===== config.mk =====
export PLATFORM = sky130hd
export DESIGN_NAME = frac_host
export DESIGN_NICKNAME = d
export VERILOG_FILES = /design/src/hdl/frac_pkg.sv /design/src/hdl/frac_host.sv /design/src/hdl/frac_timer.sv
export SDC_FILE = /design/constraint.sdc
export NUM_CORES = 1
export LEC_CHECK = 0
export BUFFER_PORTS_ARGS = -buffer_cell sky130_fd_sc_hd__buf_4
export CAP_MARGIN = 20
export CORE_MARGIN = 10
export CORE_UTILIZATION = 47
export DETAILED_ROUTE_END_ITERATION = 6
export HOLD_SLACK_MARGIN = 0.1
export PLACE_DENSITY = 0.77
export SLEW_MARGIN = 25
export SYNTH_ARGS = -nofsm -noshare
export SYNTH_HDL_FRONTEND = slang
export SYNTH_SLANG_ARGS = --single-unit

===== constraint.sdc =====
create_clock -name core_clk_i -period 1.8 [get_ports core_clk_i]
set_input_delay 0.09 -clock core_clk_i [delete_from_list [all_inputs] [get_ports core_clk_i]]
set_output_delay 0.09 -clock core_clk_i [all_outputs]
set_load 0.02 [all_outputs]

===== src/hdl/frac_pkg.sv =====
// Constants shared by the flash reset / identification host controller.
// Assumes a byte-wide command-register flash on a parallel bus, one 250 MHz clock.
package frac_pkg;
    localparam int          ADDR_W        = 17;
    localparam int          DATA_W        = 8;
    localparam logic [7:0]  CMD_READ      = 8'h00;
    localparam logic [7:0]  CMD_RESET     = 8'hff;
    localparam logic [7:0]  CMD_PGM_SETUP = 8'h40;
    localparam logic [7:0]  CMD_ID_A      = 8'h80;
    localparam logic [7:0]  CMD_ID_B      = 8'h90;
    localparam logic [16:0] ADDR_MFR      = 17'h00000;
    localparam logic [16:0] ADDR_DEV      = 17'h00001;
    localparam int          CLK_MHZ       = 250;
    localparam int          T_PHASE_NS    = 100;
    localparam int          PHASE_CYC     = (T_PHASE_NS * CLK_MHZ + 999) / 1000;
    typedef enum logic [2:0] {
        FRAC_OP_READ,
        FRAC_OP_WRITE,
        FRAC_OP_RESET1,
        FRAC_OP_RESET2,
        FRAC_OP_IDENT,
        FRAC_OP_READCMD
    } frac_op_t;
endpackage


===== src/hdl/frac_host.sv =====
// Host controller driving the flash pins for reads, writes, reset and identify.
// Assumes the flash data bus is two-way; the bench resolves the wire from data_oe_o.
`timescale 1ns/1ps
module frac_host
    import frac_pkg::*;
(
    input  wire logic                       core_clk_i,
    input  wire logic                       rst_b_i,
    input  wire logic                       req_valid_i,
    output logic                            req_ready_o,
    input  wire frac_pkg::frac_op_t         req_op_i,
    input  wire logic [frac_pkg::ADDR_W-1:0] req_addr_i,
    input  wire logic [frac_pkg::DATA_W-1:0] req_data_i,
    input  wire logic                       use_id_pin_i,
    input  wire logic                       supply_high_i,
    output logic                            rsp_valid_o,
    output logic [frac_pkg::DATA_W-1:0]     rsp_data_o,
    output logic                            rsp_refused_o,
    output logic                            id_mode_o,
    output logic                            pgm_setup_o,
    output logic [frac_pkg::ADDR_W-1:0]     flash_addr_o,
    output logic                            flash_ce_b_o,
    output logic                            flash_oe_b_o,
    output logic                            flash_we_b_o,
    output logic [frac_pkg::DATA_W-1:0]     flash_data_o,
    output logic                            flash_data_oe_o,
    input  wire logic [frac_pkg::DATA_W-1:0] flash_data_i,
    output logic                            id_voltage_address_pin_o,
    output logic                            program_supply_high_level_o
);
    import frac_pkg::*;

    // ****************************************
    // State
    // ****************************************
    typedef enum logic [2:0] {
        FRAC_IDLE,
        FRAC_RD_SETUP,
        FRAC_RD_SAMPLE,
        FRAC_WR_LOW,
        FRAC_WR_HIGH,
        FRAC_GAP
    } frac_state_t;

    frac_state_t                st_q;
    logic [DATA_W-1:0]          sync1_q;
    logic [DATA_W-1:0]          sync2_q;
    logic [DATA_W-1:0]          wdata_q;
    logic [ADDR_W-1:0]          addr_q;
    logic                       second_q;
    logic                       start;
    logic                       done;
    logic                       take;
    logic                       is_wr;
    logic                       refuse;
    logic [DATA_W-1:0]          wbyte;
    logic                       wr_is_data;
    logic                       wr_is_setup;
    logic                       wr_is_ident;
    logic                       dbl_reset;

    // ****************************************
    // Elaboration checks
    // ****************************************
    // One-cycle phases end a read before the data synchroniser has caught up
    if (PHASE_CYC < 2) begin : g_bad_phase
        $error("PHASE_CYC must be at least 2");
    end

    frac_timer #(.CYC(PHASE_CYC)) u_timer (
        .core_clk_i (core_clk_i),
        .rst_b_i    (rst_b_i),
        .start_i    (start),
        .done_o     (done)
    );

    assign req_ready_o = (st_q == FRAC_IDLE);
    assign take        = req_valid_i && req_ready_o;
    assign is_wr       = (req_op_i != FRAC_OP_READ);

    // ****************************************
    // Command decode
    // ****************************************
    // In program setup the next raw byte is program data, never a command
    assign wr_is_data  = pgm_setup_o && (req_op_i == FRAC_OP_WRITE);
    assign wr_is_setup = !pgm_setup_o && (req_op_i == FRAC_OP_WRITE)
                         && (req_data_i == CMD_PGM_SETUP);
    assign wr_is_ident = (req_op_i == FRAC_OP_IDENT)
                         || (!pgm_setup_o && (req_op_i == FRAC_OP_WRITE)
                             && (req_data_i == CMD_ID_A || req_data_i == CMD_ID_B));
    // A lone reset in setup would only program FFh, so it goes out twice
    assign dbl_reset   = (req_op_i == FRAC_OP_RESET2)
                         || ((req_op_i == FRAC_OP_RESET1) && pgm_setup_o);
    // Host-side guard: a program data write with low supply would be ignored anyway
    assign refuse      = wr_is_data && !supply_high_i;
    always_comb begin
        unique case (req_op_i)
            FRAC_OP_RESET1, FRAC_OP_RESET2: wbyte = CMD_RESET;
            FRAC_OP_IDENT:                  wbyte = CMD_ID_B;
            FRAC_OP_READCMD:                wbyte = CMD_READ;
            default:                        wbyte = req_data_i;
        endcase
    end
    assign start = (take && !refuse) || ((st_q != FRAC_IDLE) && done && (st_q != FRAC_GAP))
                   || ((st_q == FRAC_GAP) && done && second_q);

    // ****************************************
    // Data input synchroniser
    // ****************************************
    always_ff @(posedge core_clk_i or negedge rst_b_i) begin
        if (!rst_b_i) begin
            sync1_q <= '0;
            sync2_q <= '0;
        end else begin
            sync1_q <= flash_data_i;
            sync2_q <= sync1_q;
        end
    end

    // ****************************************
    // Bus sequencer
    // ****************************************
    always_ff @(posedge core_clk_i or negedge rst_b_i) begin
        if (!rst_b_i) begin
            st_q     <= FRAC_IDLE;
            addr_q   <= '0;
            wdata_q  <= '0;
            second_q <= 1'b0;
        end else begin
            unique case (st_q)
                FRAC_IDLE: if (take && !refuse) begin
                    addr_q   <= req_addr_i;
                    wdata_q  <= wbyte;
                    // Double reset back to back; also safe when not in setup
                    second_q <= dbl_reset;
                    st_q     <= is_wr ? FRAC_WR_LOW : FRAC_RD_SETUP;
                end
                FRAC_RD_SETUP:  if (done) st_q <= FRAC_RD_SAMPLE;
                FRAC_RD_SAMPLE: if (done) st_q <= FRAC_GAP;
                FRAC_WR_LOW:    if (done) st_q <= FRAC_WR_HIGH;
                FRAC_WR_HIGH:   if (done) st_q <= FRAC_GAP;
                FRAC_GAP: if (done) begin
                    if (second_q) begin
                        second_q <= 1'b0;
                        st_q     <= FRAC_WR_LOW;
                    end else begin
                        st_q <= FRAC_IDLE;
                    end
                end
            endcase
        end
    end

    // ****************************************
    // Pin drive
    // ****************************************
    always_ff @(posedge core_clk_i or negedge rst_b_i) begin
        if (!rst_b_i) begin
            flash_addr_o    <= '0;
            flash_ce_b_o    <= 1'b1;
            flash_oe_b_o    <= 1'b1;
            flash_we_b_o    <= 1'b1;
            flash_data_o    <= '0;
            flash_data_oe_o <= 1'b0;
        end else begin
            flash_addr_o    <= addr_q;
            flash_data_o    <= wdata_q;
            // Both enables low together so the command register loads
            flash_ce_b_o    <= !(st_q inside {FRAC_RD_SETUP, FRAC_RD_SAMPLE,
                                               FRAC_WR_LOW, FRAC_WR_HIGH});
            flash_we_b_o    <= (st_q != FRAC_WR_LOW);
            flash_oe_b_o    <= !(st_q inside {FRAC_RD_SETUP, FRAC_RD_SAMPLE});
            flash_data_oe_o <= (st_q inside {FRAC_WR_LOW, FRAC_WR_HIGH});
        end
    end

    // ****************************************
    // Supply and identification pins
    // ****************************************
    always_ff @(posedge core_clk_i or negedge rst_b_i) begin
        if (!rst_b_i) begin
            id_voltage_address_pin_o    <= 1'b0;
            program_supply_high_level_o <= 1'b0;
        end else begin
            id_voltage_address_pin_o    <= use_id_pin_i;
            program_supply_high_level_o <= supply_high_i;
        end
    end

    // ****************************************
    // Tracked device mode
    // ****************************************
    always_ff @(posedge core_clk_i or negedge rst_b_i) begin
        if (!rst_b_i) begin
            id_mode_o   <= 1'b0;
            pgm_setup_o <= 1'b0;
        end else if (take && !refuse && is_wr) begin
            // Any accepted write ends setup; a reset there goes out as two FFh bytes,
            // the first taken as program data that changes no cell
            pgm_setup_o <= wr_is_setup;
            // Identification holds until the next command write
            id_mode_o   <= wr_is_ident;
        end
    end

    // ****************************************
    // Responses
    // ****************************************
    // Code reads at ADDR_MFR / ADDR_DEV are ordinary reads; the device answers
    always_ff @(posedge core_clk_i or negedge rst_b_i) begin
        if (!rst_b_i) begin
            rsp_valid_o   <= 1'b0;
            rsp_data_o    <= '0;
            rsp_refused_o <= 1'b0;
        end else begin
            rsp_valid_o   <= ((st_q == FRAC_GAP) && done && !second_q) || (take && refuse);
            rsp_refused_o <= take && refuse;
            if (st_q == FRAC_RD_SAMPLE && done) begin
                rsp_data_o <= sync2_q;
            end
        end
    end
endmodule // frac_host


===== src/hdl/frac_timer.sv =====
// Phase timer: counts a fixed number of cycles and pulses done.
// Assumes a start pulse from logic on the same clock.
`timescale 1ns/1ps
module frac_timer #(
    parameter int CYC = 25
) (
    input  wire logic core_clk_i,
    input  wire logic rst_b_i,
    input  wire logic start_i,
    output logic      done_o
);
    localparam int W = $clog2(CYC + 1);
    logic [W-1:0] cnt_q;
    if (CYC < 1) begin : g_bad_cyc
        $error("CYC must be at least 1");
    end
    always_ff @(posedge core_clk_i or negedge rst_b_i) begin
        if (!rst_b_i) begin
            cnt_q <= '0;
        end else if (start_i) begin
            cnt_q <= W'(CYC);
        end else if (cnt_q != '0) begin
            cnt_q <= cnt_q - 1'b1;
        end
    end
    assign done_o = (cnt_q == W'(1));
endmodule // frac_timer


==> flow_summary.ini <==
[die]
core_area_mm2 = 0.00691
io_pins = 85
rows = 30
initial_utilization = 0.493
fp.dieW_um = 105
die-area_mm2 = 0.0110
die_h_um = 105

[drt]
drt-initial-drc-count = 110
firstDrtPassIters = 4
drc_errors = 0
wl_per_cell_um = 15.5
detail-route-antenna-nets = 0
vias_per_cell = 4.91
wirelength_um = 7720
vias = 2449

[power]
power_density_mw_per_mm2 = 1530
ir_worst_vdd_mv = 0.627
p_leak_nw = 2.38

[clock_network]
cts_buffers = 9
path_clk_slew_ns = 0.09
root_buffer = clkbuf_8
cts_max_level = 3
clockBufferDepth = 2
clock_latency_ns = 0.35
numClockSinks = 93
cts_tree = built

[synthesis]
synth_ff_type = dfrtp_1
post_synth.cell_area_avg_um2 = 12.9
synth_edf_count = 0
yosys_register_bits = 93
synthArstFlopShare = 1.00
ys_warn_count = 0
ys_seq_area_frac = 0.685
yosysUniqueCellTypes = 46
syn_area_mm2 = 0.00340
syn-instance-count = 264
syn_nets = 308

[sta]
clock-skew-final_ns = 0.00952
worstMarginPinSlew_ns = 0.535
grt_setup_unrepaired = yes
fmax_mhz = 569
fin_crit_sh = 0.976
min_period_ns = 1.76
slew_headroom = 0.643
drv_slew = 0
fin_tns_setup_ns = 0
final-setup-viol-count = 0
finalHoldViolCount = 0

[final_layout]
area_growth_pct = 41.2
drive_above_1_share = 0.355
layout.nets = 443
most-common-layout-cells = 101 x buf_4, 90 x dfrtp_1, 59 x nand2_1, 30 x dlygate4sd3_1, 10 x nor2_1
fin_cells = 499
n_antenna_cell = 0
layout_commonest_cell = buf_4
utilization = 0.696

[placement]
hpwlAfterDp_um = 5320
gp_congestion = 0.797
io_buffer_count = 84
dp_cells = 454

[global_route]
grt_pass1_vias = 2536
overflow = 0
antenna_found_initial = 0
grt_max_degree = 45
grt_pass1_wl_um = 12800
track_usage = 0.143

[setup_path]
worst_ep_arrival_time_ns = 2.00
crit_path_start_kind = register
worst_r2r_endpoint = rsp_data_o[0]
cp_max_fo = 8
crit_type = reg2reg
cp.required_ns = 2.04
reg2reg_from = u_timer.cnt_q[1]
cp-end-kind = register
reg2reg_slack_ns = 0.04
reg2reg_depth = 6

[hold_path]
holdCritPathClass = in2reg
worstHoldEndpoint = wdata_q[3]
min_path_cells = 3
hold_start = req_data_i[3]

[job]
drv_cap = 0

[run_status]
status = finished, final reports clean
==> final cells by class <==
class                      count  area (µm²)
fill                         490        2100
inverter                       3        11.3
clock inverter                 6        93.8
clock buffer                   9         124
multi-input combinational    158        1020
sequential                    93        2330
timing repair buffer         134        1110
tap                           96         120
==> logic make-up (layout without fill, tap and decap cells) <==
family / after synthesis / after routing / share of synthesized area
AOI/OAI and AO/OA: 32 / 32 / 0.0639
muxes: 15 / 15 / 0.0584
xor gates and xnor gates: 2 / 2 / 0.00515
adders and majority gates: 9 / 9 / 0.0287
buffers and inverters: 13 / 152 / 0.0187
and+or+nand+nor: 100 / 100 / 0.140
DFF: 93 / 93 / 0.685
==> worst max path at each step <==
stage                           from             to  slack (ns)  cells after the start
finish              u_timer.cnt_q[1]  rsp_data_o[0]        0.04                      6
global route        u_timer.cnt_q[2]  rsp_data_o[5]       -0.03                      5
detailed placement  u_timer.cnt_q[1]  rsp_data_o[0]        0.04                      6
global placement    u_timer.cnt_q[1]  rsp_data_o[0]        0.07                      6
floorplan           u_timer.cnt_q[3]  rsp_data_o[0]        0.01                      5
CTS                 u_timer.cnt_q[3]  rsp_data_o[2]        0.03                      5
==> cells in the mapped netlist (all sizes together), types with 4 or more instances <==
cell type	instances	area, µm²
a21oi	7	35.0
dfrtp	90	2250
nor2	10	37.5
clkbuf	5	18.8
nor3	4	25.0
o21ai	8	43.8
nand2	59	221
buf	5	33.8
maj3	6	60.1
mux2	15	199
nand2b	6	37.5
a211oi	4	30.0
==> metrics by stage <==
| stage | total power [mW] | hold slack (ns) | setup WS, ns | cell area (µm²) |
|---|---|---|---|---|
| final | 7.36 | 0.128 | 0.0427 | 4810 |
| after global routing | 7.81 | 0.119 | -0.0274 | 4810 |
| after CTS | 7.40 | 0.115 | 0.0259 | 4800 |
| after detailed placement | 5.84 | 0.109 | 0.0428 | 4280 |
| after global placement | 5.76 | 0.103 | 0.0684 | 4280 |
| after floorplan | 4.64 | -0.206 | 0.0119 | 3400 |
==> critical path: stages (launching register included) <==
cell	delay, ns
dfrtp_1	0.40
inv_1	0.08
ha_1	0.15
nand2_1	0.06
or4b_1	0.48
buf_6	0.17
mux2_4	0.30
==> report_power, final <==
part / switching, mW / total (mW) / internal (mW)
logic: 1.35 / 2.61 / 1.26
clock network: 0.722 / 1.51 / 0.787
registers: 0.374 / 3.25 / 2.87
total: 2.45 / 7.36 / 4.92
==> metal layers <==
layer | track usage | up-vias | part of all wire | wire length (µm)
met1 | 0.172 | 1201 | 0.42 | 3210
li1 | - | 1161 | - | -
met3 | 0.0369 | 9 | 0.050 | 382
met2 | 0.238 | 78 | 0.52 | 4010
met5 | 0 | - | 0 | 0
met4 | 0.0549 | 0 | 0.014 | 106
==> state kept, by name, indices dropped and copies added (netlist names), 5 cells and up <==
register / flops
u_timer.cnt_q: 5
addr_q: 17
flash_addr_o: 17
sync2_q: 8
sync1_q: 8
flash_data_o: 8
rsp_data_o: 8
wdata_q: 8
==> timing repair <==
item,4_1_cts,5_1_grt
endpoints found under the hold margin,72,0
setup buffers,0,0
hold buffers,30,0
setup endpoints to repair,0,33
resized for setup,0,2
No activity file was read; power rests on OpenSTA's default activity.
